<file path="config.mk">
export PLATFORM = sky130hd
export DESIGN_NAME = drs_status_relays
export DESIGN_NICKNAME = d
export VERILOG_FILES = /design/src/drs_pkg.sv /design/src/drs_hold_timer.sv /design/src/drs_relay_mux.sv /design/src/drs_status_relays.sv
export SDC_FILE = /design/constraint.sdc
export NUM_CORES = 1
export LEC_CHECK = 0
export BUFFER_PORTS_ARGS = -buffer_cell sky130_fd_sc_hd__buf_2
export CAP_MARGIN = 20
export CORE_MARGIN = 3
export CORE_UTILIZATION = 56
export DETAILED_ROUTE_END_ITERATION = 16
export PLACE_DENSITY = 0.83
export SYNTH_ARGS = -nofsm -noshare
export SYNTH_HDL_FRONTEND = slang
export SYNTH_SLANG_ARGS = --single-unit
export TNS_END_PERCENT = 10
</file>
<file path="constraint.sdc">
create_clock -name i_clk -period 6.85 [get_ports i_clk]
set_clock_uncertainty 0.2 [all_clocks]
set_input_delay 1.7125 -clock i_clk [delete_from_list [all_inputs] [get_ports i_clk]]
set_output_delay 1.7125 -clock i_clk [all_outputs]
set_load 0.01 [all_outputs]
</file>
<file path="src/drs_pkg.sv">
// Purpose: Shared constants and types of the drive status relay and fault lock block.
// Assumes: One 10 MHz clock and an AXI4-Lite register port with 32-bit data.
// Notes:   Offsets are byte addresses of aligned 32-bit words.
package drs_pkg;

  localparam int          ADDR_W      = 8;
  localparam logic [7:0]  OFF_CTRL    = 8'h00;
  localparam logic [7:0]  OFF_SEL     = 8'h04;
  localparam logic [7:0]  OFF_LIMIT   = 8'h08;
  localparam logic [7:0]  OFF_STATUS  = 8'h0C;
  localparam logic [7:0]  OFF_IRQ_ST  = 8'h10;
  localparam logic [7:0]  OFF_IRQ_MSK = 8'h14;

  localparam int          CTRL_MODE_LSB = 0;
  localparam int          CTRL_ACK_BIT  = 8;
  localparam logic [1:0]  MODE_RESET    = 2'h0;

  localparam int          NUM_RELAYS  = 4;
  localparam int          SEL_W       = 4;
  localparam int          FUNC_N      = 16;
  localparam logic [15:0] SEL_RESET   = 16'h719A;
  localparam logic [15:0] LIMIT_RESET = 16'h0100;
  localparam int          SPEED_W     = 16;

  localparam int          ST_LOCKED_BIT = 0;
  localparam int          ST_CNT_LSB    = 1;
  localparam int          ST_EVAC_BIT   = 3;
  localparam int          ST_FREL_BIT   = 4;
  localparam int          ST_OVSP_BIT   = 5;
  localparam int          ST_RELAY_LSB  = 8;

  localparam int          IRQ_W         = 4;
  localparam int          IRQ_FAULT     = 0;
  localparam int          IRQ_LOCK      = 1;
  localparam int          IRQ_EVAC      = 2;
  localparam int          IRQ_OVERSPEED = 3;

  localparam logic [1:0]  RESP_OKAY   = 2'h0;
  localparam logic [1:0]  RESP_SLVERR = 2'h2;

  localparam int          CLK_HZ       = 10_000_000;
  localparam int          DROP_TIME_MS = 2000;
  localparam int          DROP_CYCLES  = DROP_TIME_MS * (CLK_HZ / 1000);
  localparam int          DROP_CNT_W   = 25;

  typedef enum logic [1:0] {
    MODE_FIX_2S = 2'h0,
    MODE_LOCK_3 = 2'h1,
    MODE_LOCK_2 = 2'h2,
    MODE_LOCK_1 = 2'h3
  } drs_mode_t;

  typedef enum logic [3:0] {
    FN_OFF     = 4'h0,
    FN_STO_BLK = 4'h1,
    FN_STO_CLR = 4'h2,
    FN_BRAKE   = 4'h3,
    FN_FB_EN   = 4'h4,
    FN_OVSPEED = 4'h5,
    FN_MSHORT  = 4'h6,
    FN_EVAC    = 4'h7,
    FN_REGEN   = 4'h8,
    FN_READY   = 4'h9,
    FN_FAULT   = 4'hA
  } drs_func_t;

endpackage

</file>
<file path="src/drs_hold_timer.sv">
// Purpose: Retriggerable hold timer, busy for a fixed number of cycles after a start.
// Assumes: i_start is a one-cycle pulse; CYCLES is at least 2.
// Notes:   A start while busy reloads the full count.
module drs_hold_timer #(
  parameter int CNT_W  = 25,
  parameter int CYCLES = 20_000_000
) (
  input  wire logic i_clk,
  input  wire logic i_reset,
  input  wire logic i_start,
  output logic      o_busy
);

  logic [CNT_W-1:0] cnt_reg;
  logic [CNT_W-1:0] cnt_next;

  always_comb
  begin
    cnt_next = cnt_reg;
    if (i_start)
    begin
      cnt_next = CNT_W'(CYCLES - 1);
    end
    else if (cnt_reg != '0)
    begin
      cnt_next = cnt_reg - CNT_W'(1);
    end
  end

  always_ff @(posedge i_clk or posedge i_reset)
  begin
    if (i_reset)
    begin
      cnt_reg <= '0;
      o_busy  <= 1'b0;
    end
    else
    begin
      cnt_reg <= cnt_next;
      o_busy  <= (cnt_next != '0);
    end
  end

endmodule

</file>
<file path="src/drs_relay_mux.sv">
// Purpose: Per-relay function selector.
// Assumes: Each relay has a SEL_W-bit code indexing the function vector.
// Notes:   Purely combinational; the caller registers the result.
module drs_relay_mux #(
  parameter int N     = 4,
  parameter int SEL_W = 4
) (
  input  wire logic [(1<<SEL_W)-1:0] i_func,
  input  wire logic [N*SEL_W-1:0]    i_sel,
  output logic      [N-1:0]          o_relay
);

  genvar gi;
  generate
    for (gi = 0; gi < N; gi++)
    begin : g_relay
      assign o_relay[gi] = i_func[i_sel[gi*SEL_W +: SEL_W]];
    end
  endgenerate

endmodule

</file>
<file path="src/drs_status_relays.sv">
// Purpose: Status relay outputs and fault lockout of a lift drive.
// Assumes: All inputs synchronous to i_clk; fault and travel-done inputs are pulses.
// Notes:   Registers over AXI4-Lite; one level interrupt from sticky status bits.
//
// Design decisions made here: the AXI4-Lite register port and the register addresses.
module drs_status_relays #(
  parameter int DROP_CYCLES = drs_pkg::DROP_CYCLES
) (
  input  wire logic                       i_clk,
  input  wire logic                       i_reset,
  input  wire logic                       i_awvalid,
  output logic                            o_awready,
  input  wire logic [drs_pkg::ADDR_W-1:0] i_awaddr,
  input  wire logic                       i_wvalid,
  output logic                            o_wready,
  input  wire logic [31:0]                i_wdata,
  input  wire logic [3:0]                 i_wstrb,
  output logic                            o_bvalid,
  input  wire logic                       i_bready,
  output logic      [1:0]                 o_bresp,
  input  wire logic                       i_arvalid,
  output logic                            o_arready,
  input  wire logic [drs_pkg::ADDR_W-1:0] i_araddr,
  output logic                            o_rvalid,
  input  wire logic                       i_rready,
  output logic      [31:0]                o_rdata,
  output logic      [1:0]                 o_rresp,
  input  wire logic                       i_sto_blocked,
  input  wire logic [3:0]                 i_brake_open,
  input  wire logic                       i_travel_active,
  input  wire logic                       i_ctrl_enable,
  input  wire logic                       i_speed_sel,
  input  wire logic                       i_dir_sel,
  input  wire logic [drs_pkg::SPEED_W-1:0] i_cabin_speed,
  input  wire logic                       i_motor_short_req,
  input  wire logic                       i_battery_evac_active,
  input  wire logic                       i_standstill,
  input  wire logic                       i_line_ok,
  input  wire logic                       i_regen,
  input  wire logic                       i_ready_cond,
  input  wire logic                       i_fault,
  input  wire logic                       i_travel_ok,
  input  wire logic                       i_ack_key,
  output logic      [drs_pkg::NUM_RELAYS-1:0] o_relay,
  output logic                            o_lock_msg,
  output logic                            o_evac_restart,
  output logic                            o_irq
);

  typedef enum logic [1:0] {EV_IDLE, EV_DISC, EV_WAIT} drs_evac_t;
  typedef enum logic [2:0] {
    R_CTRL, R_SEL, R_LIMIT, R_STATUS, R_IRQ_ST, R_IRQ_MSK, R_NONE
  } drs_reg_t;

  typedef struct packed {
    logic                                 awready;
    logic                                 wready;
    logic                                 bvalid;
    logic [1:0]                           bresp;
    logic                                 aw_have;
    logic                                 w_have;
    logic [drs_pkg::ADDR_W-1:0]           aw_addr;
    logic [31:0]                          wdata;
    logic [3:0]                           wstrb;
    logic                                 arready;
    logic                                 rvalid;
    logic [1:0]                           rresp;
    logic [31:0]                          rdata;
    drs_pkg::drs_mode_t                   mode;
    logic [15:0]                          sel;
    logic [drs_pkg::SPEED_W-1:0]          limit;
    logic [drs_pkg::IRQ_W-1:0]            irq_stat;
    logic [drs_pkg::IRQ_W-1:0]            irq_mask;
    logic                                 irq;
    logic [1:0]                           fault_cnt;
    logic                                 locked;
    logic                                 fault_relay;
    logic                                 ovsp;
    logic [drs_pkg::NUM_RELAYS-1:0]       relay;
    drs_evac_t                            evac;
    logic                                 evac_restart;
  } drs_state_t;

  function automatic drs_reg_t reg_sel(input logic [drs_pkg::ADDR_W-1:0] a);
    logic [drs_pkg::ADDR_W-1:0] w;
    w = {a[drs_pkg::ADDR_W-1:2], 2'h0};
    unique case (w)
      drs_pkg::OFF_CTRL:    reg_sel = R_CTRL;
      drs_pkg::OFF_SEL:     reg_sel = R_SEL;
      drs_pkg::OFF_LIMIT:   reg_sel = R_LIMIT;
      drs_pkg::OFF_STATUS:  reg_sel = R_STATUS;
      drs_pkg::OFF_IRQ_ST:  reg_sel = R_IRQ_ST;
      drs_pkg::OFF_IRQ_MSK: reg_sel = R_IRQ_MSK;
      default:              reg_sel = R_NONE;
    endcase
  endfunction

  function automatic logic [31:0] rd_word(input drs_state_t s, input drs_reg_t r);
    rd_word = 32'h0000_0000;
    unique case (r)
      R_CTRL:    rd_word[drs_pkg::CTRL_MODE_LSB +: 2] = s.mode;
      R_SEL:     rd_word[15:0] = s.sel;
      R_LIMIT:   rd_word[drs_pkg::SPEED_W-1:0] = s.limit;
      R_STATUS:
      begin
        rd_word[drs_pkg::ST_LOCKED_BIT] = s.locked;
        rd_word[drs_pkg::ST_CNT_LSB +: 2] = s.fault_cnt;
        rd_word[drs_pkg::ST_EVAC_BIT] = (s.evac != EV_IDLE);
        rd_word[drs_pkg::ST_FREL_BIT] = s.fault_relay;
        rd_word[drs_pkg::ST_OVSP_BIT] = s.ovsp;
        rd_word[drs_pkg::ST_RELAY_LSB +: drs_pkg::NUM_RELAYS] = s.relay;
      end
      R_IRQ_ST:  rd_word[drs_pkg::IRQ_W-1:0] = s.irq_stat;
      R_IRQ_MSK: rd_word[drs_pkg::IRQ_W-1:0] = s.irq_mask;
      R_NONE:    rd_word = 32'h0000_0000;
    endcase
  endfunction

  function automatic logic [31:0] byte_mask(input logic [3:0] strb);
    for (int b = 0; b < 4; b++)
    begin
      byte_mask[b*8 +: 8] = {8{strb[b]}};
    end
  endfunction

  function automatic logic [1:0] lock_thr(input drs_pkg::drs_mode_t m);
    unique case (m)
      drs_pkg::MODE_LOCK_3: lock_thr = 2'h3;
      drs_pkg::MODE_LOCK_2: lock_thr = 2'h2;
      drs_pkg::MODE_LOCK_1: lock_thr = 2'h1;
      drs_pkg::MODE_FIX_2S: lock_thr = 2'h0;
    endcase
  endfunction

  drs_state_t                     q;
  drs_state_t                     n;
  logic [drs_pkg::FUNC_N-1:0]     func;
  logic [drs_pkg::NUM_RELAYS-1:0] relay_sel;
  logic                           drop_start;
  logic                           drop_busy;
  logic [31:0]                    bmask;
  logic [31:0]                    wword;
  logic [drs_pkg::IRQ_W-1:0]      irq_clr;
  logic [drs_pkg::IRQ_W-1:0]      ev;
  logic                           ack;
  logic [1:0]                     cnt_inc;

  assign func[drs_pkg::FN_OFF]     = 1'b0;
  assign func[drs_pkg::FN_STO_BLK] = i_sto_blocked;
  assign func[drs_pkg::FN_STO_CLR] = ~i_sto_blocked;
  assign func[drs_pkg::FN_BRAKE]   = (&i_brake_open) & i_travel_active;
  assign func[drs_pkg::FN_FB_EN]   = i_ctrl_enable & i_speed_sel & i_dir_sel;
  assign func[drs_pkg::FN_OVSPEED] = q.ovsp;
  assign func[drs_pkg::FN_MSHORT]  = i_motor_short_req;
  assign func[drs_pkg::FN_EVAC]    = (q.evac != EV_IDLE);
  assign func[drs_pkg::FN_REGEN]   = i_regen;
  assign func[drs_pkg::FN_READY]   = i_ready_cond & ~q.locked;
  assign func[drs_pkg::FN_FAULT]   = q.fault_relay;
  assign func[15:11]               = 5'h00;

  assign drop_start = i_fault && (q.mode == drs_pkg::MODE_FIX_2S);

  drs_relay_mux #(
    .N     (drs_pkg::NUM_RELAYS),
    .SEL_W (drs_pkg::SEL_W)
  ) u_mux (
    .i_func  (func),
    .i_sel   (q.sel),
    .o_relay (relay_sel)
  );

  drs_hold_timer #(
    .CNT_W  (drs_pkg::DROP_CNT_W),
    .CYCLES (DROP_CYCLES)
  ) u_drop (
    .i_clk   (i_clk),
    .i_reset (i_reset),
    .i_start (drop_start),
    .o_busy  (drop_busy)
  );

  always_comb
  begin
    n       = q;
    irq_clr = '0;
    ev      = '0;
    ack     = i_ack_key;
    bmask   = byte_mask(q.wstrb);
    wword   = (rd_word(q, reg_sel(q.aw_addr)) & ~bmask) | (q.wdata & bmask);
    cnt_inc = q.fault_cnt + 2'h1;
    n.evac_restart = 1'b0;
    if (i_awvalid && q.awready)
    begin
      n.aw_have = 1'b1;
      n.aw_addr = i_awaddr;
    end
    if (i_wvalid && q.wready)
    begin
      n.w_have = 1'b1;
      n.wdata  = i_wdata;
      n.wstrb  = i_wstrb;
    end
    if (q.bvalid && i_bready)
    begin
      n.bvalid = 1'b0;
    end
    if (q.aw_have && q.w_have && !q.bvalid)
    begin
      n.aw_have = 1'b0;
      n.w_have  = 1'b0;
      n.bvalid  = 1'b1;
      n.bresp   = drs_pkg::RESP_OKAY;
      unique case (reg_sel(q.aw_addr))
        R_CTRL:
        begin
          n.mode = drs_pkg::drs_mode_t'(wword[drs_pkg::CTRL_MODE_LSB +: 2]);
          ack = i_ack_key | (q.wdata[drs_pkg::CTRL_ACK_BIT] & q.wstrb[1]);
        end
        R_SEL:     n.sel = wword[15:0];
        R_LIMIT:   n.limit = wword[drs_pkg::SPEED_W-1:0];
        R_STATUS:  n.bresp = drs_pkg::RESP_OKAY;
        R_IRQ_ST:  irq_clr = q.wdata[drs_pkg::IRQ_W-1:0] & bmask[drs_pkg::IRQ_W-1:0];
        R_IRQ_MSK: n.irq_mask = wword[drs_pkg::IRQ_W-1:0];
        R_NONE:    n.bresp = drs_pkg::RESP_SLVERR;
      endcase
    end
    n.awready = !n.aw_have && !n.bvalid;
    n.wready  = !n.w_have && !n.bvalid;
    if (q.rvalid && i_rready)
    begin
      n.rvalid = 1'b0;
    end
    if (i_arvalid && q.arready)
    begin
      n.rvalid = 1'b1;
      n.rdata  = rd_word(q, reg_sel(i_araddr));
      n.rresp  = (reg_sel(i_araddr) == R_NONE) ? drs_pkg::RESP_SLVERR : drs_pkg::RESP_OKAY;
    end
    n.arready = !n.rvalid;
    if (q.mode == drs_pkg::MODE_FIX_2S)
    begin
      n.locked      = 1'b0;
      n.fault_cnt   = 2'h0;
      n.fault_relay = !(drop_busy || drop_start);
    end
    else
    begin
      if (q.locked && ack)
      begin
        n.locked    = 1'b0;
        n.fault_cnt = 2'h0;
      end
      else if (i_fault && !q.locked)
      begin
        n.fault_cnt = cnt_inc;
        if (cnt_inc >= lock_thr(q.mode))
        begin
          n.locked = 1'b1;
        end
      end
      else if (i_travel_ok && !q.locked)
      begin
        n.fault_cnt = 2'h0;
      end
      n.fault_relay = !n.locked;
    end
    if (i_cabin_speed > q.limit)
    begin
      n.ovsp = 1'b0;
    end
    else if (i_cabin_speed < q.limit)
    begin
      n.ovsp = 1'b1;
    end
    unique case (q.evac)
      EV_IDLE:
      begin
        if (i_battery_evac_active)
        begin
          n.evac = EV_DISC;
        end
      end
      EV_DISC:
      begin
        if (!i_battery_evac_active)
        begin
          n.evac = EV_IDLE;
        end
        else if (i_standstill)
        begin
          n.evac         = EV_WAIT;
          n.evac_restart = 1'b1;
        end
      end
      EV_WAIT:
      begin
        if (i_line_ok)
        begin
          n.evac = EV_IDLE;
        end
      end
      default: n.evac = EV_IDLE;
    endcase
    n.relay = relay_sel;
    ev[drs_pkg::IRQ_FAULT]     = i_fault;
    ev[drs_pkg::IRQ_LOCK]      = n.locked && !q.locked;
    ev[drs_pkg::IRQ_EVAC]      = (q.evac == EV_IDLE) && (n.evac == EV_DISC);
    ev[drs_pkg::IRQ_OVERSPEED] = q.ovsp && !n.ovsp;
    n.irq_stat = (q.irq_stat & ~irq_clr) | ev;
    n.irq      = |(n.irq_stat & n.irq_mask);
  end

  always_ff @(posedge i_clk or posedge i_reset)
  begin
    if (i_reset)
    begin
      q             <= '0;
      q.awready     <= 1'b1;
      q.wready      <= 1'b1;
      q.arready     <= 1'b1;
      q.mode        <= drs_pkg::drs_mode_t'(drs_pkg::MODE_RESET);
      q.sel         <= drs_pkg::SEL_RESET;
      q.limit       <= drs_pkg::LIMIT_RESET;
      q.fault_relay <= 1'b1;
      q.ovsp        <= 1'b1;
    end
    else
    begin
      q <= n;
    end
  end

  assign o_awready      = q.awready;
  assign o_wready       = q.wready;
  assign o_bvalid       = q.bvalid;
  assign o_bresp        = q.bresp;
  assign o_arready      = q.arready;
  assign o_rvalid       = q.rvalid;
  assign o_rdata        = q.rdata;
  assign o_rresp        = q.rresp;
  assign o_relay        = q.relay;
  assign o_lock_msg     = q.locked;
  assign o_evac_restart = q.evac_restart;
  assign o_irq          = q.irq;
endmodule

</file>
==> metrics.md <==
| Metric | Value |
|---|---|
| H-Tree Depth | 4 |
| Setup violation total in the final timing report | 0 |
| Post-Synthesis Cells | 788 |
| Final core utilization | 0.665 |
| Slew Limit Fails | 0 |
| # fillers | 1025 |
| Reg area | 3270 µm² |
| CTS tree | built |
| Top_reg_cell synth | dfrtp_1 |
| CTS max path bufs | 2 |
| Hold Vio Cnt, Final | 0 |
| Most common cell on crit path | o21ai_0 |
| Worst reg2reg setup slack | 3100 ps |
| Initial Utilization | 0.582 |
| Critical Path Fanout Max | 14 |
| Crit start category | input pin |
| Dpl cell area | 7850 µm² |
| Die width | 121 µm |
| PwrDens | approximately 340 nW/µm² |
| Fraction of layout cells with a size suffix above 1 | 0.236 |
| Distinct cells, synth | between 60 and 70 |
| Minimum period implied by the final worst setup slack | 3920 ps |
| WS Path Type | in2reg |
| Slew margin rel. | 0.387 |
| Post-synth ARST share | 1.00 |
| Hpwl dp | 13500 µm |
| #FFs+latches synth | 130 |
| Vias in the first global route | 5771 |
| GRT Total Usage | 0.260 |
| Clock-pin slew on the worst setup and hold paths | 60 ps |
| First-pass GRT wire length | 29600 µm |
| Hold buffers post-CTS | 0 |
| Non-Filler Instances | 1042 |
| Worst Path Required | 6990 ps |
| CTS-repair resized insts | 0 |
| Clock Latency Late Sink | 430 ps |
| Largest register FFs | 70 |
| Pin count of the biggest net entering global routing | 76 |
| Status | complete, no violations |
| Die Span Y | 121 µm |
| Slowest cell on the critical path | and2_0 |
| WHS Endpoint | o_awready |
| Least-Margin Pin Slew | 919 ps |
| Post-detailed-route count of antenna-violating nets | 0 |
| Placer Congestion | 0.901 |
| Placeable Area | 12800 µm² |
| Via count | 6201 |
| Max Cap Viol | 0 |
| CTS Root Cell | clkbuf_16 |
| Total negative slack | 0 ps |
| CP Capture Type | flop |
| Crit path DAT | slightly above 4000 ps |
| Vias per Instance | 5.95 |
| Reg-to-Reg Start | q[131] |
| Pwr Total | 2.86 mW |
| Placed cells | 1009 |
| Syn Area/Cell | about 9.5 µm² |
| ANT cells | 0 |
| Rows | 41 |
| Register area share after synthesis | 0.438 |
| FMAX | 255 MHz |
| Leakage | 3.68 nW |
| Critical R2R Capture | q[25] |
| Post-synth EDFFs | 0 |
| Total grt overflow | 0 |
| Number of buffers created by CTS | 17 |
| Routed WL | around 19000 µm |
| Initial DRC count | around 600 |
| Hold crit path type | reg2reg |
| CP cell instances | buf_2 > or3_1 > nor3_1 > and2_0 > o21ai_0 > o21ai_0 |
| Hold path depth | 1 |
| DRC violations left | 0 |
| Multi-input combinational cell area | approximately 3700 µm² |
| Max VDD drop | 239 µV |
| RSZ-0062 raised after global routing | no |
| Net count reported at finish | between 900 and 1000 |
| Reg2Reg Depth | 9 |
| Final instance area | 8530 µm² |
| Total iterations of the first detailed-routing run | 6 |
| IO Pins | 141 |
| Antenna violations before repair | 0 |
| Area growth, synth to finish | 14.3% |
| HP Start | q[136] |
| Die ar. | 14700 µm² |
| Post-CTS setup buffers | 0 |
| Clk sinks | 130 |
| PortBufs | 100 |
| Final Cycle Share | 0.572 |
| Syn. warnings | 0 |
| Mapped Area | about 7500 µm² |
| Crit path largest cell delay | around 650 ps |
| Drt wl/cell | 17.9 µm |
==> power breakdown <==
group	internal (mW)	switching (mW)	total [mW]	leakage, nW
sequential	0.951	0.229	1.18	1.60
clock	0.701	0.329	1.03	0.322
combinational	0.294	0.357	0.651	1.76
==> routing by layer <==
metal	vias up	global-route usage	part of all wire
met5	-	0	0
met1	2946	0.362	0.44
met2	304	0.399	0.45
met3	30	0.0732	0.090
li1	2921	-	-
met4	0	0.0721	0.018
==> metrics by stage <==
stage / worst slack, ps / hold slack (ps)
3_3_place_gp: 2140 / 221
6_report: 2930 / 246
2_1_floorplan: 1490 / 192
4_1_cts: 2590 / 242
3_5_place_dp: 2130 / 234
5_1_grt: 2750 / 255
==> synthesized netlist by cell type (8+ instances only) <==
| master | number | area, µm² |
|---|---|---|
| nand2_1 | 117 | 439 |
| dfrtp_1 | 116 | 2900 |
| o21ai_0 | 65 | 325 |
| mux2_2 | 42 | 473 |
| buf_4 | 41 | 308 |
| nor2_1 | 41 | 154 |
| inv_1 | 40 | 150 |
| a21oi_1 | 30 | 150 |
| clkbuf_1 | 27 | 101 |
| ha_1 | 24 | 300 |
| a22oi_1 | 22 | 165 |
| dfstp_2 | 14 | 368 |
| a22o_1 | 13 | 114 |
| nor3_1 | 13 | 65.1 |
| nand3_1 | 11 | 55.1 |
| nor4_1 | 11 | 68.8 |
| nand2b_1 | 10 | 62.6 |
| a211oi_1 | 9 | 67.6 |
| mux2i_1 | 9 | 90.1 |
| xor2_1 | 9 | 78.8 |
| and2_1 | 8 | 50.1 |
==> how the worst max path moves through the flow <==
stage	start	endpoint	slack, ps	cells after the start
floorplan	i_reset	bmask[0]	1490	1
global placement	i_araddr[5]	o_rdata[1]	2140	8
detailed placement	i_araddr[5]	o_rdata[0]	2130	8
CTS	i_araddr[5]	o_rdata[0]	2590	8
global route	i_araddr[5]	o_rdata[10]	2750	6
finish	i_araddr[5]	o_rdata[8]	2930	6
==> worst max-delay path, delay by kind of cell <==
| kind | cells | cell delay [ps] |
|---|---|---|
| compound gates | 2 | 590 |
| simple gates | 3 | 1670 |
| buf+inv | 1 | 90 |
==> final cells by class <==
cell class / instances / share of cell area
Clock buffer: 23 / 0.0549
Sequential cell: 130 / 0.384
Multi-Input combinational cell: 563 / 0.432
Inverter: 40 / 0.0179
Timing Repair Buffer: 105 / 0.0631
Tap cell: 172 / 0.0252
Clock inverter: 9 / 0.0236
==> cells by family (layout without fill, tap and decap cells) <==
family | Yosys count | in the layout | share of synthesized area
AOI/OAI and AO/OA | 190 | 190 | 0.166
xor gates and xnor gates | 16 | 16 | 0.0188
adders and majority gates | 24 | 24 | 0.0402
buffers and inverters | 112 | 177 | 0.0783
DFF | 130 | 130 | 0.438
muxes | 55 | 55 | 0.0875
other | 1 | 18 | 0.000503
and+or+nand+nor | 260 | 260 | 0.170
==> cells in the final DEF, fill, tap and decap left out, types with 5 or more instances in the layout <==
master	synthesis	routed
nor2_1	41	41
and2_1	8	8
xor2_1	9	9
a22oi_1	22	22
dfstp_2	14	14
a21oi_1	30	30
o31ai_1	7	7
clkbuf_16	0	17
dfrtp_1	116	116
nand2b_1	10	10
nor2b_1	5	5
nor3_1	13	13
a222oi_1	6	6
ha_1	24	24
a211oi_1	9	9
inv_1	40	39
nand2_1	117	117
conb_1	1	18
nor4_1	11	10
buf_2	2	100
mux2_2	42	42
a31oi_1	5	5
nand4_1	7	7
xnor2_1	7	7
o21ai_0	65	65
nand3_1	11	11
mux2i_1	9	9
bufinv_16	0	6
a22o_1	13	13
Note: power is estimated with default switching activity, not from simulation.
